`src/cac_pkg.sv`:
```
// Purpose: Shared constants and types of the card address and configuration registers
// Assumes: AXI4-Lite slave with 32-bit data, one aligned word per register
// Notes:   All offsets, fields, resets and encodings are named here
package cac_pkg;

  // ==========================================================
  // Bus widths and responses
  localparam int          CAC_ADDR_W    = 8;
  localparam int          CAC_DATA_W    = 32;
  localparam int          CAC_STRB_W    = 4;
  localparam logic [1:0]  CAC_RESP_OKAY = 2'h0;
  localparam logic [1:0]  CAC_RESP_SLV  = 2'h2;

  // ==========================================================
  // Register offsets
  localparam logic [7:0]  CAC_OFF_CADDR  = 8'h00;
  localparam logic [7:0]  CAC_OFF_DRV    = 8'h04;
  localparam logic [7:0]  CAC_OFF_CFG_LO = 8'h08;
  localparam logic [7:0]  CAC_OFF_CFG_HI = 8'h0C;
  localparam logic [7:0]  CAC_OFF_STATUS = 8'h10;

  // Decoded register index
  localparam logic [2:0]  CAC_IDX_NONE   = 3'h0;
  localparam logic [2:0]  CAC_IDX_CADDR  = 3'h1;
  localparam logic [2:0]  CAC_IDX_DRV    = 3'h2;
  localparam logic [2:0]  CAC_IDX_CFG_LO = 3'h3;
  localparam logic [2:0]  CAC_IDX_CFG_HI = 3'h4;
  localparam logic [2:0]  CAC_IDX_STATUS = 3'h5;

  // ==========================================================
  // Reset values and reserved address
  localparam logic [15:0] CAC_CADDR_RST   = 16'h0000;
  localparam logic [15:0] CAC_DRV_RST     = 16'h0404;
  localparam logic [15:0] CAC_CADDR_BCAST = 16'h0000;

  // Status register bits
  localparam int          CAC_ST_DRV_PRES = 0;
  localparam int          CAC_ST_SELECTED = 1;
  localparam int          CAC_ST_PUBLISH  = 2;

  // ==========================================================
  // Configuration word fields
  localparam int          CAC_CFG_LAYOUT_HI = 63;
  localparam int          CAC_CFG_LAYOUT_LO = 60;
  localparam int          CAC_CFG_SPEC_HI   = 59;
  localparam int          CAC_CFG_SPEC_LO   = 56;
  localparam int          CAC_CFG_ERASE     = 55;
  localparam int          CAC_CFG_SEC_HI    = 54;
  localparam int          CAC_CFG_SEC_LO    = 52;
  localparam int          CAC_CFG_BUS_HI    = 51;
  localparam int          CAC_CFG_BUS_LO    = 48;
  localparam int          CAC_CFG_RSV_HI    = 47;
  localparam int          CAC_CFG_RSV_LO    = 32;
  localparam int          CAC_CFG_MFR_HI    = 31;
  localparam int          CAC_CFG_MFR_LO    = 0;

  // Field encodings
  localparam logic [3:0]  CAC_LAYOUT_V10   = 4'h0;
  localparam logic [3:0]  CAC_SPEC_V101    = 4'h0;
  localparam logic [3:0]  CAC_SPEC_V110    = 4'h1;
  localparam logic [3:0]  CAC_SPEC_V200    = 4'h2;
  localparam logic [2:0]  CAC_SEC_NONE     = 3'h0;
  localparam logic [2:0]  CAC_SEC_V101     = 3'h2;
  localparam logic [2:0]  CAC_SEC_V200     = 3'h3;
  localparam logic [3:0]  CAC_BUS_WIDTHS   = 4'h5;
  localparam logic [15:0] CAC_CFG_RSV_VAL  = 16'h0000;

  // Card kinds
  localparam logic [1:0]  CAC_KIND_REGULAR = 2'h0;
  localparam logic [1:0]  CAC_KIND_ROM     = 2'h1;
  localparam logic [1:0]  CAC_KIND_OTP     = 2'h2;

  // ==========================================================
  // Handshake states
  typedef enum logic [1:0] {
    CAC_WR_IDLE = 2'b01,
    CAC_WR_RESP = 2'b10
  } cac_wr_e;

  typedef enum logic [1:0] {
    CAC_RD_IDLE = 2'b01,
    CAC_RD_DATA = 2'b10
  } cac_rd_e;

  // ==========================================================
  // Carriers
  typedef struct packed {
    logic        valid;
    logic [15:0] addr;
  } cac_sel_cmd_s;

  typedef struct packed {
    logic [15:0] card_addr;
    logic        publish_valid;
    logic        selected;
    logic        driver_stage_present;
    logic [15:0] drive_setting;
  } cac_card_info_s;

endpackage

```
`src/cac_addr_match.sv`:
```
// Purpose: Select and deselect decision for an addressed select command
// Assumes: Command arrives from logic on the same clock
// Notes:   Combinational
`timescale 1ns/1ps
`default_nettype none
module cac_addr_match (
  // Command and state
  input  wire cac_pkg::cac_sel_cmd_s cmd,
  input  wire logic [15:0]           card_addr,
  input  wire logic                  selected,
  // Decision
  output logic                       publish_valid,
  output logic                       next_selected
);

  // ==========================================================
  // Claim and select
  always_comb begin
    publish_valid = (card_addr != cac_pkg::CAC_CADDR_BCAST);
    next_selected = selected;
    if (cmd.valid) begin
      if (cmd.addr == cac_pkg::CAC_CADDR_BCAST) begin
        next_selected = 1'b0;
      end else begin
        next_selected = publish_valid && (cmd.addr == card_addr);
      end
    end
  end

endmodule
`default_nettype wire

```
`src/cac_cfg_word.sv`:
```
// Purpose: Builds the fixed 64-bit card configuration word
// Assumes: Values are fixed when the card is built
// Notes:   Pure wiring of parameters into fields
`timescale 1ns/1ps
`default_nettype none
module cac_cfg_word #(
  parameter logic [3:0]  SPEC_VERSION  = cac_pkg::CAC_SPEC_V200,
  parameter logic        ERASE_LEVEL   = 1'b0,
  parameter logic        HIGH_CAPACITY = 1'b1,
  parameter logic [1:0]  CARD_KIND     = cac_pkg::CAC_KIND_REGULAR,
  parameter logic        SEC_OPTIONAL  = 1'b1,
  parameter logic [31:0] MFR_WORD      = 32'h00000000
) (
  // Configuration word
  output logic [63:0] cfg
);

  logic       sec_on;
  logic [2:0] sec_code;

  // ==========================================================
  // Security support
  always_comb begin
    sec_on = (CARD_KIND == cac_pkg::CAC_KIND_REGULAR) || SEC_OPTIONAL;
    if (!sec_on) begin
      sec_code = cac_pkg::CAC_SEC_NONE;
    end else if (HIGH_CAPACITY) begin
      sec_code = cac_pkg::CAC_SEC_V200;
    end else begin
      sec_code = cac_pkg::CAC_SEC_V101;
    end
  end

  // ==========================================================
  // Field layout
  always_comb begin
    cfg = 64'h0000000000000000;
    cfg[cac_pkg::CAC_CFG_LAYOUT_HI:cac_pkg::CAC_CFG_LAYOUT_LO] = cac_pkg::CAC_LAYOUT_V10;
    cfg[cac_pkg::CAC_CFG_SPEC_HI:cac_pkg::CAC_CFG_SPEC_LO]     = SPEC_VERSION;
    cfg[cac_pkg::CAC_CFG_ERASE]                                = ERASE_LEVEL;
    cfg[cac_pkg::CAC_CFG_SEC_HI:cac_pkg::CAC_CFG_SEC_LO]       = sec_code;
    cfg[cac_pkg::CAC_CFG_BUS_HI:cac_pkg::CAC_CFG_BUS_LO]       = cac_pkg::CAC_BUS_WIDTHS;
    cfg[cac_pkg::CAC_CFG_RSV_HI:cac_pkg::CAC_CFG_RSV_LO]       = cac_pkg::CAC_CFG_RSV_VAL;
    cfg[cac_pkg::CAC_CFG_MFR_HI:cac_pkg::CAC_CFG_MFR_LO]       = MFR_WORD;
  end

endmodule
`default_nettype wire

```
`src/cac_regs.sv`:
```
// Purpose: Card address, driver stage and configuration registers on AXI4-Lite
// Assumes: Select commands come from a card bus decoder on aclk
// Notes:   One write and one read outstanding; answers one cycle after take
//
// What this block does
// - Writable 16-bit card address, published to host
// - Card address resets to all zeros
// - Zero address deselects all; never claimed
// - Optional 16-bit driver stage, resets 0x404
// - Card data flag reports driver stage presence
// - Presence flag 0 absent, 1 present
// - 64-bit configuration word, read-only, fixed
// - Configuration word field layout as specified
// - Layout version reads 0
// - Spec version encoded 0, 1, 2
// - Erase level bit chosen by vendor
// - Security version encoded 0, 2, 3
// - Regular writable cards must support security
// - High capacity 3, standard capacity 2
// - Bus widths field reads 0101
`timescale 1ns/1ps
`default_nettype none
module cac_regs #(
  parameter logic        DRV_STAGE_PRESENT = 1'b1,
  parameter logic [3:0]  SPEC_VERSION      = cac_pkg::CAC_SPEC_V200,
  parameter logic        ERASE_LEVEL       = 1'b0,
  parameter logic        HIGH_CAPACITY     = 1'b1,
  parameter logic [1:0]  CARD_KIND         = cac_pkg::CAC_KIND_REGULAR,
  parameter logic        SEC_OPTIONAL      = 1'b1,
  parameter logic [31:0] MFR_WORD          = 32'h00000000
) (
  // Clock and reset
  input  wire logic                           aclk,
  input  wire logic                           aresetn,
  // Write address channel
  input  wire logic [cac_pkg::CAC_ADDR_W-1:0] awaddr,
  input  wire logic [2:0]                     awprot,
  input  wire logic                           awvalid,
  output logic                                awready,
  // Write data channel
  input  wire logic [cac_pkg::CAC_DATA_W-1:0] wdata,
  input  wire logic [cac_pkg::CAC_STRB_W-1:0] wstrb,
  input  wire logic                           wvalid,
  output logic                                wready,
  // Write response channel
  output logic [1:0]                          bresp,
  output logic                                bvalid,
  input  wire logic                           bready,
  // Read address channel
  input  wire logic [cac_pkg::CAC_ADDR_W-1:0] araddr,
  input  wire logic [2:0]                     arprot,
  input  wire logic                           arvalid,
  output logic                                arready,
  // Read data channel
  output logic [cac_pkg::CAC_DATA_W-1:0]      rdata,
  output logic [1:0]                          rresp,
  output logic                                rvalid,
  input  wire logic                           rready,
  // Card bus side
  input  wire cac_pkg::cac_sel_cmd_s          sel_cmd,
  output cac_pkg::cac_card_info_s             card_info
);

  // ==========================================================
  // State
  typedef struct packed {
    cac_pkg::cac_wr_e               wr;
    cac_pkg::cac_rd_e               rd;
    logic                           aw_held;
    logic [cac_pkg::CAC_ADDR_W-1:0] aw_addr;
    logic                           w_held;
    logic [cac_pkg::CAC_DATA_W-1:0] w_data;
    logic [cac_pkg::CAC_STRB_W-1:0] w_strb;
    logic [1:0]                     bresp;
    logic [cac_pkg::CAC_DATA_W-1:0] rdata;
    logic [1:0]                     rresp;
    logic [15:0]                    caddr;
    logic [15:0]                    drv;
    logic                           selected;
  } cac_state_s;

  localparam cac_state_s CAC_STATE_RST = '{
    wr:       cac_pkg::CAC_WR_IDLE,
    rd:       cac_pkg::CAC_RD_IDLE,
    aw_held:  1'b0,
    aw_addr:  8'h00,
    w_held:   1'b0,
    w_data:   32'h00000000,
    w_strb:   4'h0,
    bresp:    cac_pkg::CAC_RESP_OKAY,
    rdata:    32'h00000000,
    rresp:    cac_pkg::CAC_RESP_OKAY,
    caddr:    cac_pkg::CAC_CADDR_RST,
    drv:      cac_pkg::CAC_DRV_RST,
    selected: 1'b0
  };

  cac_state_s  s;
  cac_state_s  next_s;
  logic [63:0] cfg;
  logic        publish_valid;
  logic        next_selected;
  logic [31:0] status_word;

  // ==========================================================
  // Helpers
  function automatic logic [2:0] cac_decode(input logic [cac_pkg::CAC_ADDR_W-1:0] a);
    logic [cac_pkg::CAC_ADDR_W-1:0] w;
    begin
      w = {a[cac_pkg::CAC_ADDR_W-1:2], 2'h0};
      case (w)
        cac_pkg::CAC_OFF_CADDR:  cac_decode = cac_pkg::CAC_IDX_CADDR;
        cac_pkg::CAC_OFF_DRV:    cac_decode = cac_pkg::CAC_IDX_DRV;
        cac_pkg::CAC_OFF_CFG_LO: cac_decode = cac_pkg::CAC_IDX_CFG_LO;
        cac_pkg::CAC_OFF_CFG_HI: cac_decode = cac_pkg::CAC_IDX_CFG_HI;
        cac_pkg::CAC_OFF_STATUS: cac_decode = cac_pkg::CAC_IDX_STATUS;
        default:                 cac_decode = cac_pkg::CAC_IDX_NONE;
      endcase
    end
  endfunction

  function automatic logic [15:0] cac_merge16(
    input logic [15:0] old_v,
    input logic [31:0] data,
    input logic [3:0]  strb
  );
    logic [15:0] v;
    begin
      v = old_v;
      if (strb[0]) begin
        v[7:0] = data[7:0];
      end
      if (strb[1]) begin
        v[15:8] = data[15:8];
      end
      cac_merge16 = v;
    end
  endfunction

  // ==========================================================
  // Sub-blocks
  cac_cfg_word #(
    .SPEC_VERSION  (SPEC_VERSION),
    .ERASE_LEVEL   (ERASE_LEVEL),
    .HIGH_CAPACITY (HIGH_CAPACITY),
    .CARD_KIND     (CARD_KIND),
    .SEC_OPTIONAL  (SEC_OPTIONAL),
    .MFR_WORD      (MFR_WORD)
  ) u_cfg (
    .cfg (cfg)
  );

  cac_addr_match u_match (
    .cmd           (sel_cmd),
    .card_addr     (s.caddr),
    .selected      (s.selected),
    .publish_valid (publish_valid),
    .next_selected (next_selected)
  );

  // ==========================================================
  // Status word
  always_comb begin
    status_word = 32'h00000000;
    status_word[cac_pkg::CAC_ST_DRV_PRES] = DRV_STAGE_PRESENT;
    status_word[cac_pkg::CAC_ST_SELECTED] = s.selected;
    status_word[cac_pkg::CAC_ST_PUBLISH]  = publish_valid;
  end

  // ==========================================================
  // Handshake outputs
  always_comb begin
    awready = (s.wr == cac_pkg::CAC_WR_IDLE) && !s.aw_held;
    wready  = (s.wr == cac_pkg::CAC_WR_IDLE) && !s.w_held;
    bvalid  = (s.wr == cac_pkg::CAC_WR_RESP);
    bresp   = s.bresp;
    arready = (s.rd == cac_pkg::CAC_RD_IDLE);
    rvalid  = (s.rd == cac_pkg::CAC_RD_DATA);
    rdata   = s.rdata;
    rresp   = s.rresp;
  end

  // ==========================================================
  // Next state
  always_comb begin
    next_s = s;
    next_s.selected = next_selected;

    // Write channels taken in either order
    if (awvalid && awready) begin
      next_s.aw_held = 1'b1;
      next_s.aw_addr = awaddr;
    end
    if (wvalid && wready) begin
      next_s.w_held = 1'b1;
      next_s.w_data = wdata;
      next_s.w_strb = wstrb;
    end

    // Write commit
    case (s.wr)
      cac_pkg::CAC_WR_IDLE: begin
        if (next_s.aw_held && next_s.w_held) begin
          next_s.bresp = cac_pkg::CAC_RESP_OKAY;
          case (cac_decode(next_s.aw_addr))
            cac_pkg::CAC_IDX_CADDR: begin
              next_s.caddr = cac_merge16(s.caddr, next_s.w_data, next_s.w_strb);
            end
            cac_pkg::CAC_IDX_DRV: begin
              if (DRV_STAGE_PRESENT) begin
                next_s.drv = cac_merge16(s.drv, next_s.w_data, next_s.w_strb);
              end
            end
            cac_pkg::CAC_IDX_CFG_LO,
            cac_pkg::CAC_IDX_CFG_HI,
            cac_pkg::CAC_IDX_STATUS: begin
              next_s.bresp = cac_pkg::CAC_RESP_OKAY;
            end
            default: begin
              next_s.bresp = cac_pkg::CAC_RESP_SLV;
            end
          endcase
          next_s.aw_held = 1'b0;
          next_s.w_held  = 1'b0;
          next_s.wr      = cac_pkg::CAC_WR_RESP;
        end
      end
      cac_pkg::CAC_WR_RESP: begin
        if (bready) begin
          next_s.wr = cac_pkg::CAC_WR_IDLE;
        end
      end
      default: begin
        next_s.wr = cac_pkg::CAC_WR_IDLE;
      end
    endcase

    // Read path
    case (s.rd)
      cac_pkg::CAC_RD_IDLE: begin
        if (arvalid) begin
          next_s.rresp = cac_pkg::CAC_RESP_OKAY;
          next_s.rdata = 32'h00000000;
          case (cac_decode(araddr))
            cac_pkg::CAC_IDX_CADDR: begin
              next_s.rdata[15:0] = s.caddr;
            end
            cac_pkg::CAC_IDX_DRV: begin
              next_s.rdata[15:0] = DRV_STAGE_PRESENT ? s.drv : 16'h0000;
            end
            cac_pkg::CAC_IDX_CFG_LO: begin
              next_s.rdata = cfg[31:0];
            end
            cac_pkg::CAC_IDX_CFG_HI: begin
              next_s.rdata = cfg[63:32];
            end
            cac_pkg::CAC_IDX_STATUS: begin
              next_s.rdata = status_word;
            end
            default: begin
              next_s.rresp = cac_pkg::CAC_RESP_SLV;
            end
          endcase
          next_s.rd = cac_pkg::CAC_RD_DATA;
        end
      end
      cac_pkg::CAC_RD_DATA: begin
        if (rready) begin
          next_s.rd = cac_pkg::CAC_RD_IDLE;
        end
      end
      default: begin
        next_s.rd = cac_pkg::CAC_RD_IDLE;
      end
    endcase
  end

  // ==========================================================
  // Registers
  always_ff @(posedge aclk) begin
    if (!aresetn) begin
      s <= CAC_STATE_RST;
    end else begin
      s <= next_s;
    end
  end

  // ==========================================================
  // Card bus outputs
  always_comb begin
    card_info.card_addr            = s.caddr;
    card_info.publish_valid        = publish_valid;
    card_info.selected             = s.selected;
    card_info.driver_stage_present = DRV_STAGE_PRESENT;
    card_info.drive_setting        = DRV_STAGE_PRESENT ? s.drv : 16'h0000;
  end

endmodule
`default_nettype wire

```
`config.mk`:
```
export PLATFORM = sky130hd
export DESIGN_NAME = cac_regs
export DESIGN_NICKNAME = d
export VERILOG_FILES = /design/src/cac_pkg.sv /design/src/cac_addr_match.sv /design/src/cac_cfg_word.sv /design/src/cac_regs.sv
export SDC_FILE = /design/constraint.sdc
export NUM_CORES = 1
export LEC_CHECK = 0
export ABC_AREA = 1
export BUFFER_PORTS_ARGS = -buffer_cell sky130_fd_sc_hd__buf_4
export CORE_ASPECT_RATIO = 1.5
export CORE_UTILIZATION = 32
export CTS_BUF_LIST = sky130_fd_sc_hd__clkbuf_8
export DETAILED_ROUTE_END_ITERATION = 10
export GPL_TIMING_DRIVEN = 0
export SYNTH_ARGS = -nofsm -noshare
export SYNTH_HDL_FRONTEND = slang
export SYNTH_SLANG_ARGS = --single-unit
```
`constraint.sdc`:
```
create_clock -name aclk -period 2.49 [get_ports aclk]
set_clock_uncertainty 0.2 [all_clocks]
set_input_delay 0.249 -clock aclk [delete_from_list [all_inputs] [get_ports aclk]]
set_output_delay 0.249 -clock aclk [all_outputs]
set_load 0.02 [all_outputs]
```
==> impl_metrics.json, run 1 <==
{
  "routabilityCongestion": 0.8913,
  "h-tree-depth": 3,
  "core-area_um2": 14120,
  "yosysSeqAreaShare": 0.3504,
  "fp-row-count": 53,
  "nFillCells": 1495,
  "placed_cell_area_um2": 5826,
  "layout_setup_ws_ps": 383.0,
  "clock.fmax_mhz": 474.6,
  "wl_um": 13110,
  "worstHoldPathType": "in -> reg",
  "dieWidth_um": 100.8,
  "cts.sinks": 82,
  "most-common-layout-cells": "buf_4, nand2_1, inv_1",
  "yosys.area.top_type_share": 0.3504,
  "crit_required_ps": 2040,
  "cp-endpoint": "card_info[18]",
  "fp.dieH_um": 150.2,
  "slew_viol_final": 0,
  "num_antenna_cells": 0,
  "crit_type": "reg -> out",
  "final_common_cell": "buf_4",
  "routedWlPerCell_um": 12.88,
  "ant_nets": 0,
  "startpoint_type": "flip-flop",
  "setup_viol_count_final": 0,
  "ys_ff_latch": 82,
  "r2r_slack_ps": 490,
  "gr-usage-all-layers": 0.1812,
  "power_w": 0.004435,
  "drcViolationCount": 0,
  "grt_first_pass_wirelength_um": 20760,
  "antenna_found_initial": 0,
  "post-route-min-period_ps": 2107,
  "clk_transition_reported_paths_ps": 90,
  "power.leakage_nw": 3.127,
  "final_nets": 903,
  "cts_buffers": 9,
  "finalHoldViolations": 0,
  "ios": 158,
  "pre_cts_slack_ps": 398.7,
  "finish.utilization": 0.4408,
  "critPathLaunch": "card_info[31]$_SDFFE_PN0P_",
  "final_area_um2": 6226,
  "path_max_fanout": 5,
  "grt_pass1_vias": 4259,
  "synth_top_cell_by_area": "dfxtp_1",
  "powerDensity_nw_per_um2": 712.3,
  "worst-r2r-cell-count": 10,
  "syn_area_um2": 4684,
  "fin_crit_sh": 0.8462,
  "synth_cell_types": 35,
  "r2r_start": "s[117]$_SDFFE_PN1P_",
  "drtIter0Drc": 162,
  "endpoint_kind": "output pin",
  "syn_area_per_cell_um2": 7.044,
  "status": "finished clean",
  "drive_above_1_share": 0.2930,
  "worst_pin_slew_ps": 655.5,
  "rsz0062_at_grt": "no",
  "grt_start_max_net_pins": 16,
  "syn_inst": 665,
  "initial_core_util": 0.3317,
  "numPortBuffers": 114,
  "tns_ps": 0,
  "use_met3": 0.02321,
  "drtPass1Iterations": 4,
  "vias_per_cell": 4.344,
  "dp_hpwl_um": 10570,
  "irDropWorstVdd_mv": 0.7220,
  "worstSkewPairLatency_ps": 370,
  "grt-ovfl-total": 0,
  "slew_headroom": 0.5630,
  "gr-max-usage-layer": "met2",
  "synth_warnings": 0,
  "syn2layout_area_growth_pct": 32.91,
  "synth_top_cells_by_area": "dfxtp_1, buf_4, nand2_1",
  "die_area_um2": 15140,
  "cts-root-buf": "clkbuf_8",
  "cts-resized-gates": 0,
  "rr_endpoint": "card_info[30]$_SDFFE_PN0P_",
  "maxCapViolCount": 0,
  "grt.met2_usage": 0.3397,
  "vias": 4422,
  "crit_arrival_ps": 1660,
  "use_met1": 0.1895,
  "cts_max_path_buffers": 2,
  "cts_tree": "done"
}
critical path, stage by stage, from the launching register on:
cell and delay [ps]:
dfxtp_1 400, nor4_1 320, nand3_1 230, buf_4 190
buf_4 150
what timing repair did:
item | in CTS | in global routing
hold buffers | 19 | 0
endpoints found under the setup margin | 0 | 0
setup buffers | 0 | 0
endpoints found under the hold margin | 21 | 0
power breakdown:
group	total, W	internal [W]	switching (W)	leakage (nW)
Clock	0.00104	0.000501	0.000535	0.0971
Combinational	0.00188	0.000678	0.00120	2.36
Sequential	0.00152	0.00145	0.0000696	0.667
Total	0.00443	0.00263	0.00181	3.13
cell families after synthesis:
kind of cell / synth area share
compound gates: 0.06945
xor+xnor: 0.007480
buf+inv: 0.2337
flops: 0.3504
mux: 0.02991
other cells: 0.001603
simple gates: 0.3074
cell usage after synthesis, drive strengths merged:
| cell type | number |
|---|---|
| nand3 | 11 |
| o31ai | 1 |
| clkbuf | 10 |
| nor2 | 86 |
| o221ai | 1 |
| mux2i | 14 |
| a21oi | 22 |
| xor2 | 3 |
| nand2 | 146 |
| o21ai | 15 |
| clkinv | 2 |
| o22ai | 18 |
| nor3 | 3 |
| xnor2 | 1 |
| o211ai | 1 |
| nand4 | 50 |
| buf | 86 |
| conb | 2 |
| nor4 | 4 |
| inv | 107 |
| dfxtp | 82 |
layer usage:
metal	part of all wire	vias to the layer above
li1	-	2324
met1	0.39	1933
met2	0.52	134
met3	0.047	31
met4	0.038	0
met5	0	-
flip-flops by register name, summed over array words and instances (netlist names):
register,count
rresp,1
s,30
rdata,17
bresp,1
card_info,33
through the flow:
| step | std cells | hold slack, ps |
|---|---|---|
| 2_1_floorplan | 677 | 189.8 |
| 3_3_place_gp | 983 | 254.4 |
| 3_5_place_dp | 983 | 259.7 |
| 4_1_cts | 1018 | 5.080 |
| 5_1_grt | 1018 | 17.44 |
| 6_report | 1018 | 22.96 |
final cells by class:
cell class,count,area (um^2),area share
Clock buffer,10,137.6,0.02211
Tap cell,192,240.2,0.03859
Buffer,96,683.2,0.1097
Clock inverter,6,72.57,0.01166
Sequential cell,82,1642,0.2637
Multi-Input combinational cell,390,1993,0.3201
Inverter,109,411.6,0.06612
Timing Repair Buffer,133,1046,0.1680
how the worst min path moves through the flow:
stage                       endpoint  depth (start not counted)  slack [ps]             startpoint
6_report            s[78]$_SDFF_PN0_                          3          20               wdata[5]
5_1_grt             s[78]$_SDFF_PN0_                          3          20               wdata[5]
4_1_cts             s[78]$_SDFF_PN0_                          3           5               wdata[5]
3_5_place_dp   rdata[6]$_SDFFE_PN0P_                          2         260  rdata[6]$_SDFFE_PN0P_
3_3_place_gp   rdata[2]$_SDFFE_PN0P_                          2         250  rdata[2]$_SDFFE_PN0P_
2_1_floorplan    s[115]$_SDFFE_PN1P_                          2         190                 rready
No activity file was read; power rests on OpenSTA's default activity.
==> run 2, diff against run 1 <==
Clock period 2.49 ns to 1.8 ns, I/O delays scaled along.
==> impl_metrics.json, run 2 (synthesis results as in run 1) <==
{
  "ant_nets": 0,
  "crit_type": "reg -> reg",
  "drive_above_1_share": 0.4067,
  "r2r_slack_ps": -100,
  "cts_tree": "done",
  "cts_max_path_buffers": 2,
  "worstSkewPairLatency_ps": 360,
  "post-route-min-period_ps": 1895,
  "fp.dieH_um": 150.2,
  "internal-power_w": 0.004574,
  "power_frac_clock": 0.215,
  "power_switching_w": 0.002874,
  "h-tree-depth": 3,
  "vias": 4630,
  "worstHoldPathType": "in -> reg",
  "routabilityCongestion": 0.8975,
  "powerDensity_nw_per_um2": 1072,
  "cts.sinks": 82,
  "swShare": 0.3858,
  "endpoint_kind": "flip-flop",
  "power.leakage_nw": 3.433,
  "irDropWorstVdd_mv": 0.7308,
  "slew_headroom": 0.5244,
  "drcViolationCount": 0,
  "clk_transition_reported_paths_ps": 90,
  "worst_pin_slew_ps": 713.4,
  "most-common-layout-cells": "buf_4, nand2_1, inv_1",
  "p_seq_frac": 0.287,
  "combinationalPowerShare": 0.499,
  "slew_viol_final": 0,
  "num_antenna_cells": 0,
  "fp-row-count": 53,
  "final_common_cell": "buf_4",
  "startpoint_type": "flip-flop",
  "grt-ovfl-total": 0,
  "setup_viol_count_final": 33,
  "numPortBuffers": 114,
  "grt_start_max_net_pins": 14,
  "core-area_um2": 14120,
  "rsz0062_at_grt": "yes",
  "maxCapViolCount": 0,
  "status": "finished, violations left",
  "nFillCells": 1422,
  "layout_setup_ws_ps": -95.50,
  "drtPass1Iterations": 4,
  "ios": 158,
  "antenna_found_initial": 0,
  "clock.fmax_mhz": 527.6,
  "drtIter0Drc": 251,
  "vias_per_cell": 4.368,
  "path_max_fanout": 6,
  "syn2layout_area_growth_pct": 48.37,
  "power_w": 0.007448,
  "final_nets": 945,
  "routedWlPerCell_um": 13.45,
  "finalHoldViolations": 0,
  "die_area_um2": 15140,
  "grt_pass1_vias": 4422,
  "dp_hpwl_um": 10520,
  "dieWidth_um": 100.8,
  "cts-root-buf": "clkbuf_8",
  "cts_buffers": 9,
  "pre_cts_slack_ps": -244.0,
  "grt_first_pass_wirelength_um": 21720,
  "violations": "setup timing",
  "largest_reg_flops": 33,
  "wl_um": 14260,
  "gr-usage-all-layers": 0.1887,
  "initial_core_util": 0.3317,
  "crit_arrival_ps": 1950,
  "fin_crit_sh": 1.053,
  "crit_required_ps": 1850
}
==> run 2: power by group through the flow <==
stage	sequential [W]	clock (W)	combinational [W]
after floorplan	0.00212	0	0.00193
after global placement	0.00214	0	0.00256
after detailed placement	0.00215	0	0.00257
after CTS	0.00212	0.00164	0.00339
after global routing	0.00216	0.00172	0.00399
final	0.00214	0.00160	0.00371
==> run 2: through the flow <==
stage / cells / TNS [ps] / hold slack, ps / cell area (um^2) / util
3_3_place_gp: 983 / -7831 / 224.0 / 5828 / 0.4126
5_1_grt: 1060 / -6498 / 9.862 / 6950 / 0.4921
2_1_floorplan: 677 / 0 / 120.8 / 4732 / -
4_1_cts: 1048 / -1657 / 7.557 / 6708 / 0.4749
3_5_place_dp: 983 / -8098 / 221.8 / 5828 / 0.4126
6_report: 1060 / -2447 / 3.619 / 6950 / 0.4921
==> run 2: final timing paths <==
kind / cells past startpoint / end / from
max: 12 / card_info[11]$_SDFFE_PN0P_ / s[114]$_SDFF_PN0_
min: 4 / rdata[3]$_SDFFE_PN0P_ / arvalid
max reg2reg: 12 / card_info[11]$_SDFFE_PN0P_ / s[114]$_SDFF_PN0_
min reg2reg: 2 / rdata[8]$_SDFFE_PN0P_ / rdata[8]$_SDFFE_PN0P_
==> run 2: critical path, cell delays in order (launching register included) <==
cell and delay [ps]:
dfxtp_2 340, inv_2 80, nand4_4 130, buf_8 170
nand2_1 70, nand2_2 90, nor2_2 120, nand2_2 80
nor2_4 120, buf_4 150, nand4_1 80, nand2_1 80
nor2_1 50
==> run 2: area by class of cell <==
class / count / area (um^2) / area share
multi-input combinational: 390 / 2258 / 0.3249
sequential: 82 / 1668 / 0.2400
timing repair buffer: 175 / 1411 / 0.2031
buffer: 95 / 716.9 / 0.1032
inverter: 109 / 414.1 / 0.05959
tap: 192 / 240.2 / 0.03456
clock buffer: 9 / 123.9 / 0.01782
clock inverter: 7 / 110.1 / 0.01584
timing repair inverter: 1 / 7.507 / 0.001080
==> run 2: layer usage <==
metal | part of all wire | track usage
met1 | 0.38 | 0.2022
met2 | 0.53 | 0.3455
met3 | 0.050 | 0.03203
met4 | 0.043 | 0.1065
met5 | 0 | 0
==> run 2: what timing repair did <==
action,CTS,global route
hold buffers,21,0
endpoints found under the hold margin,23,0
setup buffers,27,11
gates resized for setup,65,46
pin swaps,47,33
setup endpoints to repair,39,53
gates cloned,1,2
==> run 3, diff against run 2 <==
Settings changed: ABC_AREA 1 to not set.
==> impl_metrics.json, run 3 <==
{
  "status": "finished, violations left",
  "violations": "DRC, setup timing",
  "layout_setup_ws_ps": -39.12,
  "worstHoldPathType": "in -> reg",
  "slew_headroom": 0.5184,
  "post-route-min-period_ps": 1839,
  "powerDensity_nw_per_um2": 658.1,
  "cts_tree": "done",
  "syn_area_um2": 4409,
  "timing.hold.ws_ps": 6.912,
  "numPortBuffers": 114,
  "slew_viol_final": 0,
  "dp_hpwl_um": 9459,
  "drcViolationCount": 12,
  "rsz0062_at_grt": "yes",
  "most-common-layout-cells": "buf_4, dfxtp_1, nand2_1",
  "grt_start_max_net_pins": 16,
  "cts.sinks": 82,
  "final_nets": 749,
  "synth_commonest_cells": "dfxtp_1, buf_4, nand2_1",
  "yosysSeqAreaShare": 0.3723,
  "syn_inst": 480,
  "fp-row-count": 52,
  "routedWlPerCell_um": 15.11,
  "post-synth-top-count-cell": "dfxtp_1",
  "initial_core_util": 0.3274,
  "gr-usage-all-layers": 0.1748,
  "synth_edf_count": 0,
  "power.leakage_nw": 2.944,
  "core-area_um2": 13470,
  "largest_reg_flops": 33,
  "cts-root-buf": "clkbuf_8",
  "fp.dieH_um": 145.8,
  "synth_top_cells_by_area": "dfxtp_1, buf_4, mux2i_1",
  "path_max_fanout": 10,
  "ant_nets": 0,
  "syn2layout_area_growth_pct": 46.88,
  "ys_ff_latch": 82,
  "ios": 158,
  "tns_ps": -70.36,
  "fin_crit_sh": 1.022,
  "setup_viol_count_final": 3,
  "crit_required_ps": 1840,
  "grt_pass1_vias": 3863,
  "h-tree-depth": 3,
  "syn_area_per_cell_um2": 9.186,
  "clk_transition_reported_paths_ps": 90,
  "cts_buffers": 9,
  "die_area_um2": 14260,
  "synth_ff_type": "dfxtp_1",
  "final_common_cell": "buf_4",
  "endpoint_kind": "flip-flop",
  "finalHoldViolations": 0,
  "drtIter0Drc": 156,
  "drtPass1Iterations": 8,
  "synth_cell_types": 48,
  "irDropWorstVdd_mv": 0.3613,
  "startpoint_type": "flip-flop",
  "grt_first_pass_wirelength_um": 19200,
  "vias": 3849,
  "vias_per_cell": 4.615,
  "worstSkewPairLatency_ps": 360,
  "antenna_found_initial": 0,
  "wl_um": 12600,
  "drive_above_1_share": 0.4613,
  "synthArstFlopShare": 0,
  "clock.fmax_mhz": 543.7,
  "routabilityCongestion": 0.8279,
  "crit_type": "reg -> reg",
  "crit_arrival_ps": 1880,
  "cts_max_path_buffers": 2,
  "synth_warnings": 0,
  "worst_pin_slew_ps": 722.4,
  "num_antenna_cells": 0,
  "synth_top_cell_by_area": "dfxtp_1",
  "yosys.area.top_type_share": 0.3723,
  "nFillCells": 1259,
  "grt-ovfl-total": 0,
  "maxCapViolCount": 0,
  "dieWidth_um": 97.85
}
[run 3: path summary, 6_finish.rpt]
| kind | startpoint | end | slack, ps | cells past startpoint |
|---|---|---|---|---|
| setup / recovery | s[114]$_SDFF_PN0_ | bresp[1]$_SDFFE_PN0P_ | -40 | 5 |
| hold / removal | wvalid | s[114]$_SDFF_PN0_ | 7 | 4 |
| setup reg to reg | s[114]$_SDFF_PN0_ | bresp[1]$_SDFFE_PN0P_ | -40 | 5 |
| hold reg to reg | rdata[13]$_SDFFE_PN0P_ | rdata[13]$_SDFFE_PN0P_ | 260 | 2 |
[run 3: stage by stage]
step                power (W)  cells  cell area (um^2)  setup WS [ps]  utilization
floorplan            0.002445    492              4454          1.540            -
global placement     0.002707    768              5513         -198.7       0.4093
detailed placement   0.002722    768              5513         -198.3       0.4093
CTS                  0.004175    826              6235         -59.75       0.4629
global route         0.004454    834              6476         -187.3       0.4809
finish               0.004262    834              6476         -39.12       0.4809
[run 3: repair_timing]
| item | in CTS | in global routing |
|---|---|---|
| cloned | 0 | 1 |
| pin swaps | 8 | 10 |
| setup endpoints to repair | 51 | 47 |
| hold buffers | 33 | 0 |
| buffers inserted | 11 | 8 |
| hold endpoints to repair | 33 | 0 |
| gates resized for setup | 22 | 47 |
[run 3: worst max-delay path: stages (launching register included)]
cell and delay (ps):
dfxtp_2 340, nand4bb_1 190, buf_6 170, a2111oi_0 510, o21a_1 220, o22ai_1 70
[run 3: area by class of cell]
type | count | area, um^2 | share of cell area
timing repair buffer | 166 | 1404 | 0.2168
clock buffer | 9 | 123.9 | 0.01913
sequential | 82 | 1679 | 0.2593
buffer | 89 | 640.6 | 0.09892
multi-input combinational | 303 | 2290 | 0.3536
inverter | 16 | 60.06 | 0.009274
clock inverter | 7 | 76.32 | 0.01179
tap | 162 | 202.7 | 0.03130
[run 3: report_power, final]
group	switching [W]	total, W	internal (W)	leakage [nW]
combinational	0.000450	0.000946	0.000496	2.17
sequential	0.0000574	0.00194	0.00188	0.676
clock	0.000727	0.00138	0.000650	0.0962
[run 3: kinds of logic after synthesis]
logic type	synth area share
other	0.001703
flip-flops	0.3723
AO/OA/AOI/OAI	0.08371
multiplexers	0.1652
AND/OR/NAND/NOR	0.1876
XOR/XNOR	0.03178
buffers and inverters	0.1578
[run 3: metal layers]
metal	vias up	wire length, um	global-route usage
li1	1920	-	-
met1	1828	5085	0.1865
met2	87	6874	0.3349
met3	14	430	0.03218
met4	0	209	0.06364
met5	-	0	0
